## src/adc_seq_pkg.sv

```systemverilog
// package: register map, field layout and timing of the conversion sequencer
package adc_seq_pkg;
    // bus geometry
    localparam int unsigned ADDR_W            = 4;
    localparam logic [1:0]  RESP_OKAY         = 2'h0;
    localparam logic [1:0]  RESP_SLVERR       = 2'h2;

    // register offsets
    localparam logic [ADDR_W-1:0] CTRL_OFFSET   = 4'h0;
    localparam logic [ADDR_W-1:0] CFG0_OFFSET   = 4'h4;
    localparam logic [ADDR_W-1:0] CFG1_OFFSET   = 4'h8;
    localparam logic [ADDR_W-1:0] STATUS_OFFSET = 4'hC;

    // control register
    localparam int unsigned CTRL_START_BIT    = 0;

    // configuration register zero
    localparam int unsigned CFG0_CLKSEL_BIT   = 0;
    localparam int unsigned CFG0_DIV_LSB      = 4;
    localparam int unsigned DIV_W             = 4;
    localparam int unsigned CFG0_IPO_BIT      = 8;
    localparam int unsigned CFG0_GND_BIT      = 9;
    localparam int unsigned CFG0_REF_LSB      = 10;
    localparam int unsigned REF_W             = 2;
    localparam int unsigned CFG0_BITS10_BIT   = 12;
    localparam int unsigned CFG0_TEMP_BIT     = 13;
    localparam int unsigned CFG0_ACC_LSB      = 16;
    localparam int unsigned ACC_W             = 5;
    localparam logic [31:0] CFG0_WMASK        = 32'h001F_3FF1;
    localparam logic [31:0] CFG0_RESET        = 32'h0000_0030;

    // configuration register one
    localparam int unsigned CFG1_TRACK_LSB    = 0;
    localparam int unsigned TRACK_W           = 6;
    localparam int unsigned CFG1_PWR_LSB      = 8;
    localparam int unsigned PWR_W             = 8;
    localparam logic [31:0] CFG1_WMASK        = 32'h0000_FF3F;
    localparam logic [31:0] CFG1_RESET        = 32'h0000_0004;

    // status register
    localparam int unsigned STAT_BUSY_BIT     = 0;
    localparam int unsigned STAT_PHASE_LSB    = 1;
    localparam int unsigned STAT_DONE_BIT     = 4;
    localparam int unsigned STAT_COUNT_LSB    = 8;

    // reference selection code of the internal fast reference
    localparam logic [REF_W-1:0] REF_FAST_INTERNAL = 2'h3;

    // result widths and timing
    localparam logic [7:0]  RESULT_BITS_FULL  = 8'h0C;
    localparam logic [7:0]  RESULT_BITS_SHORT = 8'h0A;
    localparam int unsigned TAIL_CYCLES       = 4;
    localparam int unsigned CORE_PERIOD_NS    = 25;
    localparam int unsigned STEP_MAX_MHZ      = 18;

    typedef enum logic [2:0] {
        PH_IDLE,
        PH_POWERUP,
        PH_TRACK,
        PH_CONVERT,
        PH_TAIL
    } phase_t;
endpackage : adc_seq_pkg

```

## src/adc_phase_sequencer.sv

```systemverilog
// conversion phase sequencer with its register slave
//
// Chosen here: the AXI4-Lite interface to the registers and the placing of the registers.
`timescale 1ns/100ps
`default_nettype none
module adc_phase_sequencer (
    input  wire logic                     clk,
    input  wire logic                     srst,
    input  wire logic [adc_seq_pkg::ADDR_W-1:0] awaddr,
    input  wire logic                     awvalid,
    output logic                          awready,
    input  wire logic [31:0]              wdata,
    input  wire logic [3:0]               wstrb,
    input  wire logic                     wvalid,
    output logic                          wready,
    output logic [1:0]                    bresp,
    output logic                          bvalid,
    input  wire logic                     bready,
    input  wire logic [adc_seq_pkg::ADDR_W-1:0] araddr,
    input  wire logic                     arvalid,
    output logic                          arready,
    output logic [31:0]                   rdata,
    output logic [1:0]                    rresp,
    output logic                          rvalid,
    input  wire logic                     rready,
    input  wire logic                     conversionTrigger,
    output logic                          coreClockSourceSelect,
    output logic                          conversionStepClock,
    output logic                          converterPowerOn,
    output logic                          referenceEnable,
    output logic                          groundFromPin,
    output logic                          sampleSwitchClosed,
    output logic                          convertPhase,
    output logic                          resultTenBit,
    output logic                          conversionDone,
    output logic                          sequenceDone
);
    import adc_seq_pkg::*;

    typedef struct packed {
        phase_t              st;
        logic [7:0]          cnt;
        logic [ACC_W-1:0]    rep;
        logic [1:0]          tailCnt;
        logic                convDone;
        logic                seqDone;
        logic                doneFlag;
        logic                switchClosed;
        logic                powerOn;
        logic                refOn;
        logic                gndPin;
        logic                busy;
        logic [31:0]         cfg0;
        logic [31:0]         cfg1;
        logic                awRdy;
        logic                wRdy;
        logic                awPend;
        logic                wPend;
        logic [ADDR_W-1:0]   awAddr;
        logic [31:0]         wData;
        logic [3:0]          wStrb;
        logic                bValid;
        logic [1:0]          bResp;
        logic                arRdy;
        logic                rValid;
        logic [1:0]          rResp;
        logic [31:0]         rData;
    } seq_state_t;

    seq_state_t        q;
    seq_state_t        n;
    logic              stepTick;
    logic              startReq;
    logic              clearDone;
    logic              trig;
    logic [7:0]        target;
    logic [7:0]        cntNext;
    logic              phaseEnd;
    logic [7:0]        convLen;
    logic [31:0]       statusWord;
    logic              cfgIpo;
    logic              cfgGnd;
    logic              cfgTemp;
    logic              cfgRefFast;
    logic [TRACK_W-1:0] trackTime;
    logic [PWR_W-1:0]  powerupTime;
    logic [ACC_W-1:0]  accCount;
    phase_t            afterGap;

    // byte-lane merge of a write into a register image
    function automatic logic [31:0] mergeBytes(input logic [31:0] old, input logic [31:0] data,
                                               input logic [3:0] strb, input logic [31:0] mask);
        logic [31:0] res;
        res = old;
        for (int i = 0; i < 4; i++) begin
            if (strb[i]) begin
                res[i*8 +: 8] = data[i*8 +: 8];
            end
        end
        return res & mask;
    endfunction : mergeBytes

    // step clock from the core clock, held in phase while idle
    step_clock_divider #(
        .DIV_W    (DIV_W)
    ) u_div (
        .clk      (clk),
        .srst     (srst),
        .restart  (q.st == PH_IDLE),
        .ratio    (q.cfg0[CFG0_DIV_LSB +: DIV_W]),
        .stepTick (stepTick),
        .stepClk  (conversionStepClock)
    );

    // configuration fields in use this cycle
    assign trackTime   = q.cfg1[CFG1_TRACK_LSB +: TRACK_W];
    assign powerupTime = q.cfg1[CFG1_PWR_LSB +: PWR_W];
    assign accCount    = q.cfg0[CFG0_ACC_LSB +: ACC_W];
    assign convLen     = (q.cfg0[CFG0_BITS10_BIT] ? RESULT_BITS_SHORT : RESULT_BITS_FULL) + 8'h01;
    assign afterGap    = (trackTime != '0) ? PH_TRACK : PH_CONVERT;

    // outputs come straight from the state register
    assign awready               = q.awRdy;
    assign wready                = q.wRdy;
    assign bvalid                = q.bValid;
    assign bresp                 = q.bResp;
    assign arready               = q.arRdy;
    assign rvalid                = q.rValid;
    assign rdata                 = q.rData;
    assign rresp                 = q.rResp;
    assign coreClockSourceSelect = q.cfg0[CFG0_CLKSEL_BIT];
    assign resultTenBit          = q.cfg0[CFG0_BITS10_BIT];
    assign converterPowerOn      = q.powerOn;
    assign referenceEnable       = q.refOn;
    assign groundFromPin         = q.gndPin;
    assign sampleSwitchClosed    = q.switchClosed;
    assign convertPhase          = q.busy;
    assign conversionDone        = q.convDone;
    assign sequenceDone          = q.seqDone;

    // bus slave, phase sequencing and pin state
    always_comb begin
        n = q;
        startReq = 1'b0;
        clearDone = 1'b0;
        n.convDone = 1'b0;
        n.seqDone = 1'b0;
        statusWord = '0;
        statusWord[STAT_BUSY_BIT] = (q.st == PH_CONVERT);
        statusWord[STAT_PHASE_LSB +: 3] = q.st;
        statusWord[STAT_DONE_BIT] = q.doneFlag;
        statusWord[STAT_COUNT_LSB +: ACC_W] = q.rep;
        // write address and data are taken in either order
        if (awvalid && q.awRdy) begin
            n.awPend = 1'b1;
            n.awAddr = awaddr;
        end
        if (wvalid && q.wRdy) begin
            n.wPend = 1'b1;
            n.wData = wdata;
            n.wStrb = wstrb;
        end
        if (q.bValid && bready) begin
            n.bValid = 1'b0;
        end
        if (q.awPend && q.wPend && !q.bValid) begin
            n.awPend = 1'b0;
            n.wPend = 1'b0;
            n.bValid = 1'b1;
            n.bResp = RESP_OKAY;
            case (q.awAddr)
                CTRL_OFFSET: startReq = q.wStrb[0] && q.wData[CTRL_START_BIT];
                CFG0_OFFSET: n.cfg0 = mergeBytes(q.cfg0, q.wData, q.wStrb, CFG0_WMASK);
                CFG1_OFFSET: n.cfg1 = mergeBytes(q.cfg1, q.wData, q.wStrb, CFG1_WMASK);
                STATUS_OFFSET: clearDone = q.wStrb[0] && q.wData[STAT_DONE_BIT];
                default: n.bResp = RESP_SLVERR;
            endcase
        end
        // read answers one cycle after the address is taken
        if (q.rValid && rready) begin
            n.rValid = 1'b0;
        end
        if (arvalid && q.arRdy) begin
            n.rValid = 1'b1;
            n.rResp = RESP_OKAY;
            case (araddr)
                CTRL_OFFSET: n.rData = '0;
                CFG0_OFFSET: n.rData = q.cfg0;
                CFG1_OFFSET: n.rData = q.cfg1;
                STATUS_OFFSET: n.rData = statusWord;
                default: begin
                    n.rData = '0;
                    n.rResp = RESP_SLVERR;
                end
            endcase
        end
        n.awRdy = !n.awPend && !n.bValid;
        n.wRdy = !n.wPend && !n.bValid;
        n.arRdy = !n.rValid;

        // phase timing in whole step periods, the tail phase in core clock cycles
        trig = startReq || conversionTrigger;
        case (q.st)
            PH_POWERUP: target = powerupTime;
            PH_TRACK: target = {{(8 - TRACK_W){1'b0}}, trackTime};
            default: target = convLen;
        endcase
        cntNext = q.cnt + 8'h01;
        phaseEnd = stepTick && (cntNext == target);
        if (stepTick) begin
            n.cnt = phaseEnd ? 8'h00 : cntNext;
        end
        case (q.st)
            PH_IDLE: begin
                if (trig) begin
                    n.cnt = 8'h00;
                    n.rep = '0;
                    if (q.cfg0[CFG0_IPO_BIT] && powerupTime != '0) begin
                        n.st = PH_POWERUP;
                    end else begin
                        n.st = afterGap;
                    end
                end
            end
            PH_POWERUP: begin
                if (phaseEnd) begin
                    n.st = afterGap;
                end
            end
            PH_TRACK: begin
                if (phaseEnd) begin
                    n.st = PH_CONVERT;
                end
            end
            PH_CONVERT: begin
                if (phaseEnd) begin
                    n.convDone = 1'b1;
                    if (q.rep == accCount) begin
                        n.st = PH_TAIL;
                        n.tailCnt = '0;
                    end else begin
                        n.rep = q.rep + 1'b1;
                        n.st = afterGap;
                    end
                end
            end
            PH_TAIL: begin
                n.tailCnt = q.tailCnt + 1'b1;
                if (q.tailCnt == 2'(TAIL_CYCLES - 1)) begin
                    n.st = PH_IDLE;
                    n.seqDone = 1'b1;
                end
            end
            default: n.st = PH_IDLE;
        endcase
        // set wins over a clear in the same cycle
        if (clearDone) begin
            n.doneFlag = 1'b0;
        end
        if (n.seqDone) begin
            n.doneFlag = 1'b1;
        end

        // pin state follows the next phase and configuration
        cfgIpo = n.cfg0[CFG0_IPO_BIT];
        cfgGnd = n.cfg0[CFG0_GND_BIT];
        cfgTemp = n.cfg0[CFG0_TEMP_BIT];
        cfgRefFast = (n.cfg0[CFG0_REF_LSB +: REF_W] == REF_FAST_INTERNAL);
        n.busy = (n.st == PH_CONVERT);
        // without idle power-off the input is tracked in every phase but conversion
        n.switchClosed = (n.st == PH_TRACK) || (n.st != PH_CONVERT && !cfgIpo);
        n.powerOn = !cfgIpo || (n.st != PH_IDLE);
        n.refOn = cfgRefFast && (n.st != PH_IDLE);
        if (n.st == PH_CONVERT) begin
            n.gndPin = cfgGnd && !cfgRefFast;
        end else begin
            n.gndPin = cfgGnd && !cfgTemp;
        end
    end

    // state register
    always_ff @(posedge clk) begin
        if (srst) begin
            q <= '0;
            q.st <= PH_IDLE;
            q.cfg0 <= CFG0_RESET;
            q.cfg1 <= CFG1_RESET;
            q.powerOn <= 1'b1;
            q.switchClosed <= 1'b1;
        end else begin
            q <= n;
        end
    end

    // cycles spent in the current tracking phase, read only by checks
    logic [15:0] trkCyc_q;
    always_ff @(posedge clk) begin
        if (srst || q.st != PH_TRACK) begin
            trkCyc_q <= '0;
        end else begin
            trkCyc_q <= trkCyc_q + 16'h0001;
        end
    end
endmodule : adc_phase_sequencer
`default_nettype wire

```

## src/step_clock_divider.sv

```systemverilog
// step clock divider: divides the core clock by ratio plus one
`timescale 1ns/100ps
`default_nettype none
module step_clock_divider #(
    parameter int unsigned DIV_W = 4
) (
    input  wire logic             clk,
    input  wire logic             srst,
    input  wire logic             restart,
    input  wire logic [DIV_W-1:0] ratio,
    output logic                  stepTick,
    output logic                  stepClk
);
    typedef struct packed {
        logic [DIV_W-1:0] cnt;
        logic             clkOut;
    } div_state_t;

    div_state_t q;
    div_state_t n;

    // one tick per step period, phase held at zero while restart is high
    assign stepTick = !restart && (q.cnt == ratio);
    assign stepClk  = q.clkOut;

    // count through the period, first half of it drives the step clock high
    always_comb begin
        n = q;
        if (restart) begin
            n.cnt = '0;
        end else if (q.cnt == ratio) begin
            n.cnt = '0;
        end else begin
            n.cnt = q.cnt + 1'b1;
        end
        n.clkOut = !restart && (n.cnt <= (ratio >> 1));
    end

    // state register
    always_ff @(posedge clk) begin
        if (srst) begin
            q <= '0;
        end else begin
            q <= n;
        end
    end
endmodule : step_clock_divider
`default_nettype wire
```

## config.mk

```make
export PLATFORM = sky130hd
export DESIGN_NAME = adc_phase_sequencer
export DESIGN_NICKNAME = d
export VERILOG_FILES = /design/src/adc_seq_pkg.sv /design/src/adc_phase_sequencer.sv /design/src/step_clock_divider.sv
export SDC_FILE = /design/constraint.sdc
export NUM_CORES = 1
export LEC_CHECK = 0
export BUFFER_PORTS_ARGS = -buffer_cell sky130_fd_sc_hd__buf_2
export CAP_MARGIN = 30
export CORE_AREA = 2 2 125 102
export CTS_CLUSTER_DIAMETER = 40
export DETAILED_ROUTE_END_ITERATION = 16
export DIE_AREA = 0 0 127 104
export GPL_ROUTABILITY_DRIVEN = 0
export PLACE_DENSITY = 0.72
export SETUP_SLACK_MARGIN = 0.1
export SLEW_MARGIN = 20
export SYNTH_ARGS = -nofsm -noshare
export SYNTH_HDL_FRONTEND = slang
export SYNTH_SLANG_ARGS = --single-unit
```

## constraint.sdc

```tcl
create_clock -name clk -period 2.9 [get_ports clk]
set_input_delay 0.435 -clock clk [delete_from_list [all_inputs] [get_ports clk]]
set_output_delay 0.435 -clock clk [all_outputs]
set_load 0.05 [all_outputs]
```

==> summary.md <==
| Metric | Value |
|---|---|
| Status | `finished, final reports clean` |
| Largest area contributor in the synthesized netlist | `sky130_fd_sc_hd__dfxtp_1` |
| Maximum resistive drop on vdd | `around 420 uV` |
| Sequential element share of the synthesized area | `0.423` |
| Number of clock buffers inserted by TritonCTS | `17` |
| Critical-path cell with the highest stage delay | `sky130_fd_sc_hd__dfxtp_4` |
| Synth top cells by count | `sky130_fd_sc_hd__dfxtp_1 (119), sky130_fd_sc_hd__nand2_1 (92), sky130_fd_sc_hd__a21oi_1 (65)` |
| Netlist Area Pre-Place | `~5600 sq um` |
| Setup repair after global routing missed its margin | `true` |
| Accumulated negative setup slack | `0 ps` |
| # fillers | `1062` |
| Category of the critical setup timing path | `reg -> reg` |
| Number of pins with negative max-slew slack in the final report | `0` |
| CTS tree | `yes` |
| Total of warnings raised by yosys | `0` |
| H-tree levels | `4` |
| Post-route DRC | `0` |
| Largest cells by area after synthesis | `sky130_fd_sc_hd__dfxtp_1 (42%), sky130_fd_sc_hd__nand2_1 (6.1%), sky130_fd_sc_hd__a21oi_1 (5.8%)` |
| Number of antenna violations at the first check in global routing | `0` |
| Die Area | `around 13000 sq um` |
| Latest clock arrival within the worst-skew pair | `approximately 410 ps` |
| Total inserted antenna cells | `0` |
| Element type at the critical path end | `flop` |
| Cell area after placement | `approximately 6100 sq um` |
| Worst Path Max Fanout | `10` |
| Category of the worst setup path launch point | `flop` |
| Number of cells produced by synthesis | `about 670` |
| Hold Path Cell Cnt | `3` |
| Primary FF master, synth | `sky130_fd_sc_hd__dfxtp_1` |
| Proportion of layout cells with a drive suffix above 1 | `0.245` |
| Maximum number of pins on one net before global-route repair | `41` |
| HPWL reported at the end of detailed placement | `between 10 and 15 mm` |
| Number of detailed-routing iterations run before antenna repair | `7` |
| Endpoint of the worst-slack reg-to-reg timing path | `groundFromPin` |
| Reg-to-reg critical path startpoint | `q[171]` |
| Post-route clock skew | `between 5 and 6 ps` |
| Worst endpoint required time | `3210 ps` |
| Number of I/O pins | `around 100` |
| Total number of vias | `roughly 5000` |
| First DRT Iteration DRCs | `about 460` |
| Synthesized flop and latch total | `~120` |
| Number of cells traversed by the worst register-to-register path | `9` |
| Path category of the worst min-delay check | `in -> reg` |
| Async SR Flop Fraction | `0` |
| Crit path DAT | `between 3000 and 4000 ps` |
| Final antenna-violating net count | `0` |
| Total setup buffers inserted after CTS | `0` |
| Maximum achievable frequency | `366 MHz` |
| Share of the cycle needed by the critical path after routing | `0.941` |
| Most frequent cell after synthesis | `sky130_fd_sc_hd__dfxtp_1` |
| Yosys top cell area share | `0.423` |
| Clock slew seen by the registers of the worst setup and hold paths | `60 ps` |
| Overall routed net length | `between 10 and 15 mm` |
| Final setup violating endpoints | `0` |
| TritonCTS Sinks | `between 100 and 150` |
| Number of global-route vias before repair | `around 4600` |
| Number of nets in the final layout | `between 700 and 800` |
| Synth-to-Final Area Change | `21.0%` |
| Routed wire length per instance | `about 16 microns` |
| Overflow left after global routing | `0` |
| X dimension of the die | `127 microns` |
| Clock period minus worst slack | `approximately 2700 ps` |
| Count of flip-flops with a built-in enable after synthesis | `0` |
| Number of max-capacitance violations reported | `0` |
| Total routing resource utilization after global routing | `0.221` |
| Pwr per Cell Area | `around 630 nW/um^2` |
| FF-to-FF setup slack | `170 ps` |
| Count of hold buffers inserted by post-cts repair | `0` |
| Unique cell type count in the Yosys netlist | `65` |
| Number of standard-cell rows in the floorplan | `36` |
| Worst Hold Margin | `261 ps` |
| Number of input and output port buffers inserted | `77` |
| Worst hold path startpoint | `wstrb[2]` |
| Hold Path End | `q[41]` |
| Final instance count without filler cells | `approximately 900` |
| Crit path max-delay family | `compound AO/OA/AOI/OAI gates` |
| Worst slew margin relative to its limit | `0.434` |
| Master cell of the clock root buffer | `sky130_fd_sc_hd__clkbuf_16` |
| Clk buf depth | `2` |
| Placeable core area | `about 12000 sq um` |
| Fin. Hold Viols | `0` |
| Cell area after layout | `6820 sq um` |
| Slew at the pin closest to its max-slew limit | `around 850 ps` |
| Via-per-instance ratio | `around 5.6` |
| Static leakage power | `about 2.8 nW` |
| Global-route wire length before repair | `between 20 and 25 mm` |
| WP buf/inv | `1` |
| Initial core utilization | `0.470` |
| Average footprint of a synthesized cell | `8.46 sq um` |
| Die H | `approximately 100 microns` |
| Stage delay of the slowest cell on the critical path | `between 300 and 400 ps` |
| Crit path cell chain | `buf_4 -> nand4bb_1 -> and3_4 -> a2111o_1 -> nor3_4 -> o211ai_1 -> o31a_1 -> a21oi_2 -> mux2i_1` |
| Placed Cells incl. Taps | `between 800 and 900` |
| Total power draw | `4.29 mW` |
==> area by class of cell <==
class	count	area (sq um)	share of cell area
Tap cell	152	190	0.0279
Clock inverter	12	198	0.0290
Inverter	10	37.5	0.00550
Timing Repair Buffer	109	626	0.0917
Multi-Input combinational cell	475	2920	0.429
Clock buffer	19	453	0.0664
Sequential cell	119	2390	0.351
==> worst reg2reg max path, delay by kind of cell (launching register included) <==
kind / cells / cell delay [ps]
AO/OA/AOI/OAI: 4 / 1050
AND/OR/NAND/NOR: 3 / 720
flip-flops: 1 / 380
multiplexers: 1 / 310
buffers and inverters: 1 / 160
==> per-stage QoR <==
stage / util / setup WS, ps
after floorplan: - / 233
after global placement: 0.507 / 82.8
after CTS: 0.562 / 108
after detailed placement: 0.507 / -10.9
final: 0.569 / 171
after global routing: 0.569 / 41.0
==> what timing repair did <==
action	4_1_cts	5_1_grt
setup endpoints to repair	8	19
resized for setup	4	24
pin swaps	0	4
==> registers in the layout, summed over array words and instances (netlist names), 4 cells and up <==
register     cells
q               64
rdata           21
powerupTime      8
accCount         5
u_div.q          4
==> worst max path at each step <==
stage	endpoint	slack (ps)	start	cells past startpoint
after floorplan	referenceEnable	230	resultTenBit	8
after global placement	referenceEnable	80	q[171]	9
after global routing	q[161]	40	q[171]	10
final	groundFromPin	170	q[171]	9
after detailed placement	q[160]	-10	q[171]	10
after CTS	referenceEnable	110	q[162]	8
==> cell usage in the layout, fill, tap and decap left out, types with 3 or more instances in the layout <==
cell,instances
sky130_fd_sc_hd__clkbuf_16,17
sky130_fd_sc_hd__a22oi_1,17
sky130_fd_sc_hd__buf_4,32
sky130_fd_sc_hd__nand2b_1,5
sky130_fd_sc_hd__xnor2_1,7
sky130_fd_sc_hd__inv_1,10
sky130_fd_sc_hd__nor2b_1,9
sky130_fd_sc_hd__conb_1,13
sky130_fd_sc_hd__or3_1,7
sky130_fd_sc_hd__mux2_2,9
sky130_fd_sc_hd__bufinv_16,5
sky130_fd_sc_hd__clkinv_2,3
sky130_fd_sc_hd__nor4_1,8
sky130_fd_sc_hd__nand3b_1,5
sky130_fd_sc_hd__o21ai_0,6
sky130_fd_sc_hd__and3_1,5
sky130_fd_sc_hd__and2_1,7
sky130_fd_sc_hd__xor2_1,11
sky130_fd_sc_hd__mux2i_1,22
sky130_fd_sc_hd__a211oi_1,3
sky130_fd_sc_hd__a21oi_1,62
sky130_fd_sc_hd__nor3b_1,7
sky130_fd_sc_hd__nand3_1,30
sky130_fd_sc_hd__buf_2,77
sky130_fd_sc_hd__nor2_1,59
sky130_fd_sc_hd__dfxtp_1,115
sky130_fd_sc_hd__nand2_1,92
sky130_fd_sc_hd__ha_1,7
sky130_fd_sc_hd__or2_2,5
sky130_fd_sc_hd__a21o_1,7
sky130_fd_sc_hd__nor3_1,15
sky130_fd_sc_hd__a21oi_2,4
sky130_fd_sc_hd__a22o_1,9
==> cells by family (layout without fill, tap and decap cells) <==
family                     after synthesis  after routing  share of synthesized area
and+or+nand+nor                        274            274                      0.238
adders and majority gates                7              7                     0.0155
other                                    1             13                   0.000665
DFF                                    119            119                      0.423
muxes                                   31             31                     0.0571
AOI/OAI and AO/OA                      131            131                      0.153
buffers and inverters                   84            150                     0.0822
xor gates and xnor gates                19             19                     0.0309
==> where the power goes <==
| part | switching, mW | internal, mW | total (mW) | leakage, nW |
|---|---|---|---|---|
| sequential | 0.0290 | 1.67 | 1.70 | 0.966 |
| combinational | 0.196 | 0.0913 | 0.287 | 1.49 |
| clock | 0.741 | 1.56 | 2.31 | 0.316 |
| total | 0.966 | 3.32 | 4.29 | 2.77 |
==> metal layers <==
| metal | track usage | part of all wire |
|---|---|---|
| met1 | 0.323 | 0.48 |
| met4 | 0.0542 | 0.011 |
| met3 | 0.0602 | 0.080 |
| met5 | 0 | 0 |
| met2 | 0.321 | 0.43 |
No activity file was read; power rests on OpenSTA's default activity.
